**src/hdl/tmw_consts.svh**
```systemverilog
// constants for the timer pins and mode control block
`ifndef TMW_CONSTS_SVH
`define TMW_CONSTS_SVH

// ------------------------------------------------------------
// register map (word index, byte address is index times four)
// ------------------------------------------------------------
`define TMW_IDX_MODE      3'h0
`define TMW_IDX_IOSEL     3'h1
`define TMW_IDX_COUNT     3'h2
`define TMW_IDX_GRA       3'h3
`define TMW_IDX_GRB       3'h4
`define TMW_IDX_GRC       3'h5
`define TMW_IDX_GRD       3'h6

// ------------------------------------------------------------
// mode register fields and reset values
// ------------------------------------------------------------
`define TMW_BIT_START     7
`define TMW_BIT_RSV6      6
`define TMW_BIT_BUFB      5
`define TMW_BIT_BUFA      4
`define TMW_BIT_RSV3      3
`define TMW_BIT_PWM_SEL_D      2
`define TMW_BIT_PWM_SEL_C      1
`define TMW_BIT_PWM_SEL_B      0
`define TMW_MODE_RST      8'h48
`define TMW_MODE_WMASK    8'hb7
`define TMW_MODE_RSVMASK  8'h48

// ------------------------------------------------------------
// io select register fields: channel n uses bit 2n
// ------------------------------------------------------------
`define TMW_IOS_OUT       1'b0
`define TMW_CLKSEL_LSB    8
`define TMW_CLEAR_BIT     11
`define TMW_GR_RST        16'hffff
`define TMW_CNT_RST       16'h0000

`endif

```
**src/hdl/tmw_pkg.sv**
```systemverilog
// types shared by the timer pins and mode control block
package tmw_pkg;
    // counter clock source selector
    typedef enum logic [2:0] {
        TMW_CLK_DIV1,
        TMW_CLK_DIV2,
        TMW_CLK_DIV4,
        TMW_CLK_DIV8,
        TMW_CLK_EXT
    } tmw_clksel_t;
endpackage

```
**src/hdl/tmw_tick_if.sv**
```systemverilog
// count tick carrier between prescaler and timer core
interface tmw_tick_if;
    logic        tick;
    tmw_pkg::tmw_clksel_t sel;
    modport src (output tick, input sel);
    modport dst (input tick, output sel);
endinterface

```
**src/hdl/tmw_timer.sv**
```systemverilog
// 16-bit capture/compare timer with mode register, Avalon-MM slave
//
// The placing of the registers and the Avalon-MM register port are this design's own decisions.
`include "tmw_consts.svh"

// Summary of operation
// - an external count clock input can drive the counter instead of internal clocks.
// - pin A is compare output or capture input of general register A.
// - pins B, C, D are compare out, capture in, or PWM out.
// - mode bit 7 starts the counter, resets to 0, counting only when 1.
// - buffer-B bit 0 makes register D independent, 1 makes it B's buffer.
// - buffer-A bit 0 makes register C independent, 1 makes it A's buffer.
// - mode bit 3 is reserved and always reads as 1.
// - PWM-D bit 0 gives normal compare on pin D, 1 gives PWM.
// - PWM-C bit 0 gives normal compare on pin C, 1 gives PWM.
// - mode bit 0 selects normal compare or PWM on pin B, reset 0.
// - with start bit 0 the counter holds its value.
// - counter clock picks from four system clock divisions or external input.
// - a compare match on register A can clear the counter, setting PWM period.
module tmw_timer
    import tmw_pkg::*;
#(
    parameter int CNT_W = 16
) (
    // clock and reset
    input  wire logic             clock,
    input  wire logic             resetn,
    // avalon-mm slave
    input  wire logic [2:0]       avs_address,
    input  wire logic             avs_read,
    input  wire logic             avs_write,
    input  wire logic [31:0]      avs_writedata,
    input  wire logic [3:0]       avs_byteenable,
    output logic      [31:0]      avs_readdata,
    output logic                  avs_waitrequest,
    // external count clock
    input  wire logic             ext_count_clock_in,
    // channel pins, output enable low while driving
    input  wire logic             channel_a_pin_i,
    output logic                  channel_a_pin_o,
    output logic                  channel_a_pin_oe_n,
    input  wire logic             channel_b_pin_i,
    output logic                  channel_b_pin_o,
    output logic                  channel_b_pin_oe_n,
    input  wire logic             channel_c_pin_i,
    output logic                  channel_c_pin_o,
    output logic                  channel_c_pin_oe_n,
    input  wire logic             channel_d_pin_i,
    output logic                  channel_d_pin_o,
    output logic                  channel_d_pin_oe_n
);
    typedef struct packed {
        logic [7:0]       mode;
        logic [11:0]      iosel;
        logic [CNT_W-1:0] cnt;
        logic [3:0][CNT_W-1:0] gr;
        logic [3:0]       pin_in;
        logic [3:0]       pin_out;
        logic             ack;
        logic [31:0]      rdata;
    } tmw_state_t;

    tmw_state_t s_q;
    tmw_state_t s_d;
    tmw_tick_if tk ();

    // ------------------------------------------------------------
    // register map, word index on avs_address
    // ------------------------------------------------------------
    //   0  mode: start, buffer pair a/b, pwm select b/c/d
    //   1  io select: direction per channel, clock source, clear
    //   2  counter value, writable while running
    //   3  general register a, also the pwm period
    //   4  general register b
    //   5  general register c, buffer of a when paired
    //   6  general register d, buffer of b when paired
    //   7  unmapped: reads zero, writes dropped
    //
    // io select layout
    //   bit 2n     channel n direction, 1 = capture input
    //   bits 10:8  clock source, codes 4..7 act as external
    //   bit 11     clear the counter on a register a match
    //
    // bus timing
    //   every access costs two cycles: waitrequest is high in the
    //   first, a write lands at its closing edge, and read data
    //   stand in the second only; the ack bit keeps a held
    //   request from being taken twice
    //   read data are zero outside the answer cycle, so a bus
    //   monitor never sees stale values
    //
    // counting
    //   the counter moves only on a prescaler tick while the start
    //   bit is set; a bus write to the counter wins over the tick
    //   a match is judged on tick cycles against the value before
    //   the increment, so a pin changes as the counter leaves it
    //   limitation: the counter wraps silently, no overflow flag
    //
    // capture
    //   rising pin edges only, seen two cycles after the pin moves
    //   because the level passes through two history stages
    //   in a pair the older value drops into the buffer register,
    //   and the buffer's own pin is ignored
    //
    // pwm
    //   pins b, c and d drop at the register a match and rise at
    //   their own match; a pwm pin is always driven, whatever its
    //   direction bit says
    //   limitation: a duty value above the period never rises
    //
    // reset
    //   mode reads back 0x48, general registers hold all ones,
    //   every pin starts as a driven output at level zero

    // ------------------------------------------------------------
    // prescaler
    // ------------------------------------------------------------
    tmw_prescale u_ps (
        .clock              (clock),
        .resetn             (resetn),
        .ext_count_clock_in (ext_count_clock_in),
        .tk                 (tk)
    );

    // clock select field; codes above the last source fall back to external
    assign tk.sel = (s_q.iosel[`TMW_CLKSEL_LSB+2:`TMW_CLKSEL_LSB] > 3'h4) ? TMW_CLK_EXT
                  : tmw_clksel_t'(s_q.iosel[`TMW_CLKSEL_LSB+2:`TMW_CLKSEL_LSB]);

    // merge a bus write into a stored word under byte enables
    function automatic logic [31:0] merge(input logic [31:0] old, input logic [31:0] wd,
                                          input logic [3:0] be);
        logic [31:0] r;
        r = old;
        for (int i = 0; i < 4; i++) begin
            if (be[i]) begin
                r[i*8 +: 8] = wd[i*8 +: 8];
            end
        end
        return r;
    endfunction

    logic             run;
    logic             tick;
    logic [3:0]       pwm;
    logic [3:0]       is_in;
    logic [3:0]       rise;
    logic [3:0]       match;
    logic [CNT_W-1:0] cnt_nx;
    logic             wr;
    logic             rd;
    logic [31:0]      cur;
    logic [31:0]      nw;

    // ------------------------------------------------------------
    // decoded controls
    // ------------------------------------------------------------
    assign run  = s_q.mode[`TMW_BIT_START];
    assign tick = run & tk.tick;
    assign pwm  = {s_q.mode[`TMW_BIT_PWM_SEL_D], s_q.mode[`TMW_BIT_PWM_SEL_C],
                   s_q.mode[`TMW_BIT_PWM_SEL_B], 1'b0};
    assign wr   = avs_write & ~s_q.ack;
    assign rd   = avs_read & ~s_q.ack;

    // per-channel direction: a PWM channel is always an output
    always_comb begin
        for (int i = 0; i < 4; i++) begin
            is_in[i] = (s_q.iosel[2*i] != `TMW_IOS_OUT) & ~pwm[i];
            rise[i]  = is_in[i] & s_q.pin_in[i] & ~s_q.pin_out[i];
            match[i] = tick & ~is_in[i] & (s_q.cnt == s_q.gr[i]);
        end
    end

    // clear on register A match gives the PWM period
    assign cnt_nx = (match[0] & s_q.iosel[`TMW_CLEAR_BIT]) ? `TMW_CNT_RST
                  : s_q.cnt + 16'h0001;

    // word currently addressed, as read back
    always_comb begin
        unique case (avs_address)
            `TMW_IDX_MODE:  cur = {24'h0, s_q.mode | `TMW_MODE_RSVMASK};
            `TMW_IDX_IOSEL: cur = {20'h0, s_q.iosel};
            `TMW_IDX_COUNT: cur = {16'h0, s_q.cnt};
            `TMW_IDX_GRA:   cur = {16'h0, s_q.gr[0]};
            `TMW_IDX_GRB:   cur = {16'h0, s_q.gr[1]};
            `TMW_IDX_GRC:   cur = {16'h0, s_q.gr[2]};
            `TMW_IDX_GRD:   cur = {16'h0, s_q.gr[3]};
            default:        cur = 32'h0;
        endcase
        nw = merge(cur, avs_writedata, avs_byteenable);
    end

    // ------------------------------------------------------------
    // next state
    // ------------------------------------------------------------
    always_comb begin
        s_d        = s_q;
        s_d.ack    = (avs_read | avs_write) & ~s_q.ack;
        s_d.rdata  = rd ? cur : 32'h0;
        // delayed pin level reused as edge history for capture
        s_d.pin_out = s_q.pin_in;
        s_d.pin_in = {channel_d_pin_i, channel_c_pin_i, channel_b_pin_i, channel_a_pin_i};

        if (tick) begin
            s_d.cnt = cnt_nx;
        end

        // capture loads the register; in buffer mode the old value shifts down
        for (int i = 0; i < 2; i++) begin
            if (rise[i]) begin
                s_d.gr[i] = s_q.cnt;
                if (s_q.mode[`TMW_BIT_BUFA + i]) begin
                    s_d.gr[i+2] = s_q.gr[i];
                end
            end else if (match[i] & s_q.mode[`TMW_BIT_BUFA + i]) begin
                // compare buffer: new compare value taken at the match
                s_d.gr[i] = s_q.gr[i+2];
            end
        end
        for (int i = 2; i < 4; i++) begin
            // a buffer register never captures on its own pin
            if (rise[i] & ~s_q.mode[`TMW_BIT_BUFA + i - 2]) begin
                s_d.gr[i] = s_q.cnt;
            end
        end

        // bus write wins over counting in the same cycle
        if (wr) begin
            unique case (avs_address)
                `TMW_IDX_MODE:  s_d.mode = (nw[7:0] & `TMW_MODE_WMASK) | `TMW_MODE_RSVMASK;
                `TMW_IDX_IOSEL: s_d.iosel = nw[11:0];
                `TMW_IDX_COUNT: s_d.cnt = nw[CNT_W-1:0];
                `TMW_IDX_GRA:   s_d.gr[0] = nw[CNT_W-1:0];
                `TMW_IDX_GRB:   s_d.gr[1] = nw[CNT_W-1:0];
                `TMW_IDX_GRC:   s_d.gr[2] = nw[CNT_W-1:0];
                `TMW_IDX_GRD:   s_d.gr[3] = nw[CNT_W-1:0];
                default:        s_d.mode = s_q.mode;
            endcase
        end
    end

    // ------------------------------------------------------------
    // state register
    // ------------------------------------------------------------
    always_ff @(posedge clock or negedge resetn) begin
        if (!resetn) begin
            s_q       <= '0;
            s_q.mode  <= `TMW_MODE_RST;
            s_q.gr    <= {4{`TMW_GR_RST}};
        end else begin
            s_q <= s_d;
        end
    end

    // output level register per pin: toggle on match, PWM clears at clear point
    logic [3:0] lvl_q;
    logic [3:0] lvl_d;
    always_comb begin
        lvl_d = lvl_q;
        for (int i = 1; i < 4; i++) begin
            if (pwm[i] & match[0]) begin
                lvl_d[i] = 1'b0;  // period start
            end else if (pwm[i] & match[i]) begin
                lvl_d[i] = 1'b1;  // duty point
            end else if (~pwm[i] & match[i]) begin
                lvl_d[i] = ~lvl_q[i];
            end
        end
        if (match[0]) begin
            lvl_d[0] = ~lvl_q[0];
        end
    end

    always_ff @(posedge clock or negedge resetn) begin
        if (!resetn) begin
            lvl_q <= 4'h0;
        end else begin
            lvl_q <= lvl_d;
        end
    end

    // ------------------------------------------------------------
    // pins and bus outputs
    // ------------------------------------------------------------
    assign channel_a_pin_o    = lvl_q[0];
    assign channel_a_pin_oe_n = is_in[0];
    assign channel_b_pin_o    = lvl_q[1];
    assign channel_b_pin_oe_n = is_in[1];
    assign channel_c_pin_o    = lvl_q[2];
    assign channel_c_pin_oe_n = is_in[2];
    assign channel_d_pin_o    = lvl_q[3];
    assign channel_d_pin_oe_n = is_in[3];
    // one wait cycle per access, answer in the next
    assign avs_waitrequest    = (avs_read | avs_write) & ~s_q.ack;
    assign avs_readdata       = s_q.rdata;
endmodule

```
**src/hdl/tmw_prescale.sv**
```systemverilog
// prescaler producing the counter tick from five clock sources
module tmw_prescale
    import tmw_pkg::*;
(
    // clock and reset
    input  wire logic clock,
    input  wire logic resetn,
    // external count clock, synchronous to clock
    input  wire logic ext_count_clock_in,
    // tick carrier
    tmw_tick_if.src   tk
);
    typedef struct packed {
        logic [2:0] div;
        logic       ext;
    } tmw_ps_state_t;

    tmw_ps_state_t s_q;
    tmw_ps_state_t s_d;

    // free running divider plus external edge history
    always_comb begin
        s_d     = s_q;
        s_d.div = s_q.div + 3'h1;
        s_d.ext = ext_count_clock_in;
    end

    always_ff @(posedge clock or negedge resetn) begin
        if (!resetn) begin
            s_q <= '0;
        end else begin
            s_q <= s_d;
        end
    end

    // one tick per source period; external counts rising edges
    always_comb begin
        unique case (tk.sel)
            TMW_CLK_DIV1: tk.tick = 1'b1;
            TMW_CLK_DIV2: tk.tick = s_q.div[0];
            TMW_CLK_DIV4: tk.tick = &s_q.div[1:0];
            TMW_CLK_DIV8: tk.tick = &s_q.div;
            TMW_CLK_EXT:  tk.tick = ext_count_clock_in & ~s_q.ext;
            default:      tk.tick = 1'b0;
        endcase
    end
endmodule

```
**config.mk**
```make
export PLATFORM = sky130hd
export DESIGN_NAME = tmw_timer
export DESIGN_NICKNAME = d
export VERILOG_FILES = /design/src/hdl/tmw_pkg.sv /design/src/hdl/tmw_tick_if.sv /design/src/hdl/tmw_timer.sv /design/src/hdl/tmw_prescale.sv
export VERILOG_INCLUDE_DIRS = /design/src /design/src/hdl
export SDC_FILE = /design/constraint.sdc
export NUM_CORES = 1
export LEC_CHECK = 0
export ABC_AREA = 0
export BUFFER_PORTS_ARGS = -buffer_cell sky130_fd_sc_hd__buf_2
export CORE_MARGIN = 2
export CORE_UTILIZATION = 62
export CTS_BUF_LIST = sky130_fd_sc_hd__clkbuf_4 sky130_fd_sc_hd__clkbuf_8
export DETAILED_ROUTE_END_ITERATION = 7
export PLACE_DENSITY = 0.83
export SKIP_CTS_REPAIR_TIMING = 1
export SLEW_MARGIN = 20
export SYNTH_ARGS = -nofsm -noshare
export SYNTH_HDL_FRONTEND = slang
export SYNTH_SLANG_ARGS = --single-unit
```
**constraint.sdc**
```tcl
create_clock -name clock -period 2.71 [get_ports clock]
set_input_delay 0 -clock clock [delete_from_list [all_inputs] [get_ports clock]]
set_output_delay 0 -clock clock [all_outputs]
set_load 0.1 [all_outputs]
```
[Word-level counts from Yosys, hierarchy flattened]
Index checks and enable logic that the tools add are counted.
Word-level totals
  flip-flop bits (word level): 147
  output and inout port bits: 41
  word-level logic and storage cells: 134
Operators by class
  add/subtract/negate cells: 2
  magnitude comparators: 1
  equal/unequal tests: 14
  multiplexer cells: 33
  bitwise gates (word level): 58
  reductions and logical operators: 9
Operator list (count)
  $mux W16: 17
  $pmux W16 S7: 1
  $mux W80: 1
  $eq A16 B16 Y1: 4
  $and A1 B1 Y1: 38
  $mux W32: 1
  $not A1 Y1: 19
  $add A16 B1 Y16 const B: 1
  $mux W8: 2
  $eq A3 B2 Y1 const B: 4
  $eq A3 B3 Y1 const B: 4
  $mux W1: 9
  $reduce_bool A3 Y1: 3
  $eq A3 B1 Y1 const B: 2
  $logic_not A3 Y1: 2
  $reduce_and A2 Y1: 3
  $pmux W1 S5: 1
  $add A3 B1 Y3 const B: 1
  $gt A3 B3 Y1 const B: 1
  $mux W3: 1
  $reduce_and A3 Y1: 1
  $or A1 B1 Y1: 1

[Depth between registers and ports, before layout]
Gate-level depths: netlist (run 1).
  depth in word-level cells: 12
  mapped depth: 9
  gate-level depth less buffers: 8

[Cells and area by module]
Synthesis (run 1) repeated with hierarchy kept, for this count alone.
Unflattened totals
  cell total of the unflattened synthesis: 882
  area, all modules: 8324.2 sq um
By module, submodules not included
  tmw_timer: times used 1, cells an instance 869, area each 8152.8 sq um, seq. area each 3258.1 sq um
  tmw_prescale: times used 1, cells an instance 13, area each 171.4 sq um, seq. area each 100.1 sq um

[Least setup slack after synthesis (run 1)]
Ideal clock, no wire load.
  path type: reg2reg
  start point: register s_q, in the netlist pwm[1]
  end point: register s_q[57] in the netlist's numbering
  arrival: 2.785 ns
  data required time: 2.612 ns
  setup slack: -0.173 ns
  stages on the path, launching flop included: 7
  path buffers: 1
  cells stage by stage: dfrtp_1 nor2b_1 nor4_1 nand3_1 buf_4 mux2i_1 a221oi_1
RTL lines
  start, declared: line tmw_timer.sv:63  | tmw_state_t s_q;

==> impl_metrics.toml, run 1 <==
[layout]
antenna_cells = 0
layout_common_cells = "nand2_1, nand3_1, dfrtp_1"
regArea_sq_um = 3358
num-nets-final = 1017
stdcell_count = 1155
area_delta_synth_final_pct = 11.92
drive_gt1_frac = 0.2308
final_common_cell = "nand2_1"
nFillCells = 993
multi_input_area_sq_um = 4452

[critical_path]
critPathKind = "reg -> reg"
end_kind = "flip-flop"
start_kind = "flip-flop"
critPathArrivalTime_ns = 2.91
required_ns = 3.07
worstPathMaxFanout = 20

[synth]
yosysWarnings = 0
syn-instance-count = 921
ys_async_sr_fraction = 1.000
syn-cell-area_sq_um = 8389
synth-seq-area-share = 0.4003
synth_area_leaders = "dfstp_2, dfrtp_1, mux2i_1"
ys.flop_type = "dfrtp_1"
synth_edf_count = 0
yosysTopAreaCellShare = 0.2004
synth_seq_cells = 131
syn-mean-instance-area_sq_um = 9.109
ys_types = 56
synth_top_cell_by_area = "dfstp_2"

[power_and_ir_drop]
pwr-share-clk = 0.199
internal-power_uw = 5780
powerDensity_nw_per_um2 = 1072
p_leak_uw = 0.004227
seq_power_share = 0.410
p_sw_uw = 4285
pwr-share-comb = 0.391
p_sw_frac = 0.4257
ir_worst_vdd_v = 0.0005178

[job]
max_cap_viol_count = 0

[hold_path]
hold_path.class = "in -> reg"

[floorplanning]
core.rowCount = 42
initial_utilization = 0.6335
ios = 89
dieHeight_microns = 120.3
dieArea_sq_um = 14480
core_sq_um = 13240
die_w_microns = 120.3

[clocking]
htree_num_levels = 4
tritoncts = "yes"
cts_root_buf = "clkbuf_8"
clkTransAtPathRegs_ns = 0.08
numCtsBuffers = 17
clock_path_buffers = 2
cts.sinks = 131
clkLatencyLatePin_ns = 0.47

[sta]
fin_crit_sh = 0.9405
slew_headroom = 0.3148
rsz0062_at_grt = "no"
finalCriticalPeriod_ns = 2.549
skew_ns = 0.01408
holdWs_ns = -0.008295
fmax_mhz = 392.4
fin_setup_tns_ns = 0
hold_violations = 1
worstMarginPinSlew_ns = 1.019
drv_slew = 0
setup_viol = 0

[routing]
drt_iter0_drc = 1160
dr_total_vias = 7833
drtPass1Iterations = 5
routed_wl_microns = 25340
drcViolationCount = 0
avgRoutedWirePerCell_microns = 21.94
viasPerCell = 6.782
ant_nets = 0

[placed_design]
post-dp-hpwl_microns = 17570
gp_congestion = 0.9761
dp_cells = 1113
port_buffers = 54

[outcome]
status = "finished, violations left"
violations = "hold timing"

[global_routing]
first_global_vias = 7195
antenna_found_initial = 0
grt_pass1_wl_microns = 39270
grtUsageTotal = 0.3560
grt_overflow = 0
grt_max_degree = 57
[power by group through the flow]
stage          registers (uW)  logic, uW  clock network (uW)
6_report                 4130       3940                2000
5_1_grt                  4190       4240                2090
4_1_cts                  4040       3850                2000
3_5_place_dp             4060       3820                   0
3_3_place_gp             4040       3720                   0
2_1_floorplan            3660       3010                   0
[metrics by stage]
step | utilization | total power, uW | hold WS, ns | cell area, sq um | setup WS, ns
floorplan | - | 6672 | -0.2956 | 8453 | 0.4617
global placement | 0.6654 | 7762 | -0.01180 | 8812 | 0.3087
detailed placement | 0.6654 | 7888 | -0.007325 | 8812 | 0.2125
CTS | 0.7014 | 9895 | -0.5006 | 9289 | 0.1691
global route | 0.7090 | 10520 | 0.001148 | 9389 | 0.03199
finish | 0.7090 | 10060 | -0.008295 | 9389 | 0.1614
[sequential cells by signal (all words and copies together) (netlist names)]
signal              flops
lvl_q                   4
run                     1
channel_a_pin_oe_n      1
s_q                    98
avs_readdata           16
pwm                     3
s_d                     4
u_ps.s_q                4
[area by class of cell]
| cell class | count | share of cell area |
|---|---|---|
| well taps | 176 | 0.02345 |
| clock buffers | 20 | 0.02932 |
| clock inverters | 12 | 0.02146 |
| inverters | 16 | 0.006397 |
| repair buffers | 120 | 0.08755 |
| multi-input cells | 680 | 0.4741 |
| flip-flops and latches | 131 | 0.3577 |
[worst max-delay path, cell delays in order (launching register included)]
cell and delay (ns):
dfrtp_1 0.39, ha_1 0.18, ha_1 0.15, mux2i_1 0.08
a311oi_2 0.47, and4_1 0.34, nand3_1 0.10, buf_4 0.26
mux2i_1 0.17, a221oi_1 0.30
[path summary, 6_finish.rpt]
check | startpoint | to | slack (ns) | depth (start not counted)
min in group asynchronous | resetn | s_q[105]$_DFF_PN0_ | 0.06 | 2
min reg2reg | s_d[36]$_DFF_PN0_ | s_q[36]$_DFF_PN0_ | 0.39 | 0
min | avs_writedata[7] | run$_DFFE_PN0P_ | -0.008 | 4
max | u_ps.s_q[1]$_DFF_PN0_ | s_q[67]$_DFF_PN1_ | 0.16 | 9
max reg2reg | u_ps.s_q[1]$_DFF_PN0_ | s_q[67]$_DFF_PN1_ | 0.16 | 9
max in group asynchronous | resetn | s_q[64]$_DFF_PN1_ | 1.82 | 3
[cell families (layout without fill, tap and decap cells)]
logic type / Yosys count / count (layout) / share of synthesized area
multiplexers: 63 / 63 / 0.08307
XOR/XNOR: 79 / 79 / 0.08248
adder cells (fa/ha/maj): 3 / 3 / 0.004475
other: 1 / 16 / 0.0004470
buffers and inverters: 125 / 168 / 0.07919
flip-flops: 131 / 131 / 0.4003
AND/OR/NAND/NOR: 308 / 308 / 0.1820
AO/OA/AOI/OAI: 211 / 211 / 0.1681
[per-layer routing]
layer  vias to the layer above  wire length [microns]  GRT usage
met5                         -                      0          0
met4                         0                    950     0.1410
met3                        78                   2957    0.09245
met2                       567                  11490     0.5298
met1                      3805                   9938     0.4992
li1                       3383                      -          -
[synthesized netlist by cell type (31+ instances only)]
library cell / number
nand2_1: 89
xor2_1: 48
dfrtp_1: 67
nand3_1: 81
o211ai_1: 39
o21ai_0: 56
clkbuf_1: 44
mux2i_1: 55
nor2_1: 41
xnor2_1: 31
buf_4: 35
dfstp_2: 64
No activity file was read; power rests on OpenSTA's default activity.
==> run 2, diff against run 1 <==
--- a/config.mk
+++ b/config.mk
@@ -9,10 +9,9 @@
 export ABC_AREA = 0
 export BUFFER_PORTS_ARGS = -buffer_cell sky130_fd_sc_hd__buf_2
 export CORE_MARGIN = 2
-export CORE_UTILIZATION = 62
-export CTS_BUF_LIST = sky130_fd_sc_hd__clkbuf_4 sky130_fd_sc_hd__clkbuf_8
+export CORE_UTILIZATION = 60
 export DETAILED_ROUTE_END_ITERATION = 7
-export PLACE_DENSITY = 0.83
+export PLACE_DENSITY = 0.81
 export SKIP_CTS_REPAIR_TIMING = 1
 export SLEW_MARGIN = 20
 export SYNTH_ARGS = -nofsm -noshare
==> run 2 against run 1 <==
  * The flow now finishes without violations
  * Flip-flop and latch count is the same
  * Critical path depth is the same
  * Core utilization shrank 1.7 points
  * Clock skew shrank 0.0079 ns
  * Critical path type unchanged
  * Largest power group unchanged
==> impl_metrics.toml, run 2 (synthesis gave the netlist of run 1 again) <==
[power_and_ir_drop]
p_leak_uw = 0.004275
p_sw_uw = 4428
powerDensity_nw_per_um2 = 1096
ir_worst_vdd_v = 0.0006124
pwr-share-clk = 0.221
internal-power_uw = 6019
seq_power_share = 0.397
p_sw_frac = 0.4239
pwr-share-comb = 0.382

[layout]
area_delta_synth_final_pct = 13.63
num-nets-final = 1018
layout_common_cells = "nand2_1, nand3_1, dfrtp_1"
nFillCells = 1076
regArea_sq_um = 3358
largest_reg_flops = 98
drive_gt1_frac = 0.2327
fin_util = 0.6921
final_common_cell = "nand2_1"
multi_input_area_sq_um = 4463
top_register = "s_q"
antenna_cells = 0

[clocking]
htree_num_levels = 4
numCtsBuffers = 17
cts_root_buf = "clkbuf_16"
cts.sinks = 131
clkTransAtPathRegs_ns = 0.06
clock_path_buffers = 2
tritoncts = "yes"
clkLatencyLatePin_ns = 0.43

[sta]
skew_ns = 0.006166
fin_crit_sh = 0.9073
hold_violations = 0
rsz0062_at_grt = "no"
setup_viol = 0
holdWs_ns = 0.03018
slew_headroom = 0.4064
finalCriticalPeriod_ns = 2.459
drv_slew = 0
setup_ws_ns = 0.2511
fmax_mhz = 406.7
worstMarginPinSlew_ns = 0.8877
fin_setup_tns_ns = 0

[routing]
avgRoutedWirePerCell_microns = 22.57
viasPerCell = 6.749
routed_wl_microns = 26180
drt_iter0_drc = 1351
drtPass1Iterations = 5
dr_total_vias = 7829
drcViolationCount = 0
ant_nets = 0

[placed_design]
port_buffers = 54
gp_congestion = 1.032
dp_slack_ns = 0.1457
post-dp-hpwl_microns = 17610

[global_routing]
grt_pass1_wl_microns = 40590
grt_overflow = 0
antenna_found_initial = 0
first_global_vias = 7204
grtUsageTotal = 0.3637
grt_max_degree = 66

[floorplanning]
dieArea_sq_um = 14940
dieHeight_microns = 122.2
core_sq_um = 13770
initial_utilization = 0.6091
die_w_microns = 122.2
core.rowCount = 43
ios = 89

[job]
max_cap_viol_count = 0

[critical_path]
required_ns = 3.04
critPathKind = "reg -> reg"
end_kind = "flip-flop"
start_kind = "flip-flop"
critPathArrivalTime_ns = 2.79
worstPathMaxFanout = 20

[hold_path]
hold_path.class = "in -> reg"

[outcome]
status = "finished, final reports clean"
[run 2: changes by cell type in the layout (fill, tap and decap cells not counted), sizes merged]
cell	change
clkinvlp	+4
buf	+3
dlygate4sd3	-2
inv	-1
bufinv	-3
[run 2: worst paths after layout]
check | startpoint | to | slack [ns] | cells past startpoint
min in group asynchronous | resetn | s_q[32]$_DFF_PN0_ | 0.14 | 2
max in group asynchronous | resetn | s_q[91]$_DFF_PN1_ | 1.78 | 3
max reg2reg | u_ps.s_q[1]$_DFF_PN0_ | s_q[60]$_DFF_PN1_ | 0.25 | 9
min | avs_writedata[2] | pwm[3]$_DFFE_PN0P_ | 0.03 | 4
min reg2reg | s_d[35]$_DFF_PN0_ | s_q[35]$_DFF_PN0_ | 0.39 | 0
max | u_ps.s_q[1]$_DFF_PN0_ | s_q[60]$_DFF_PN1_ | 0.25 | 9
[run 2: final cells by class]
cell class              instances  area share
repair buffers                121     0.08781
clock buffers                  20     0.04791
flip-flops and latches        131      0.3523
inverters                      16    0.006300
multi-input cells             680      0.4682
clock inverters                12     0.01391
well taps                     180     0.02363
[run 2: critical path, cell delays in order, from the launching register on]
cell and delay [ns]:
dfrtp_1 0.39, ha_1 0.23, ha_1 0.19, mux2i_1 0.26, a311oi_4 0.20, and4_1 0.25
nand3_1 0.08, buf_4 0.30, mux2i_1 0.13, a221oi_1 0.30
[run 2: per-layer routing]
metal | up-vias | global-route usage | share of wire
met4 | 0 | 0.1983 | 0.051
met5 | - | 0 | 0
met3 | 102 | 0.09944 | 0.13
met2 | 574 | 0.5073 | 0.43
met1 | 3762 | 0.5126 | 0.39
li1 | 3391 | - | -
[run 2: metrics by stage]
stage	instance area (sq um)	std cells	total power, uW
2_1_floorplan	8453	936	6672
3_3_place_gp	8852	1120	7781
3_5_place_dp	8852	1120	7903
4_1_cts	9442	1152	10250
5_1_grt	9533	1160	10900
6_report	9533	1160	10450
[run 2: power by group through the flow]
| stage | clock (uW) | sequential, uW | combinational (uW) |
|---|---|---|---|
| 2_1_floorplan | 0 | 3660 | 3010 |
| 3_3_place_gp | 0 | 4040 | 3740 |
| 3_5_place_dp | 0 | 4060 | 3840 |
| 4_1_cts | 2320 | 4050 | 3880 |
| 5_1_grt | 2420 | 4190 | 4290 |
| 6_report | 2310 | 4150 | 3990 |
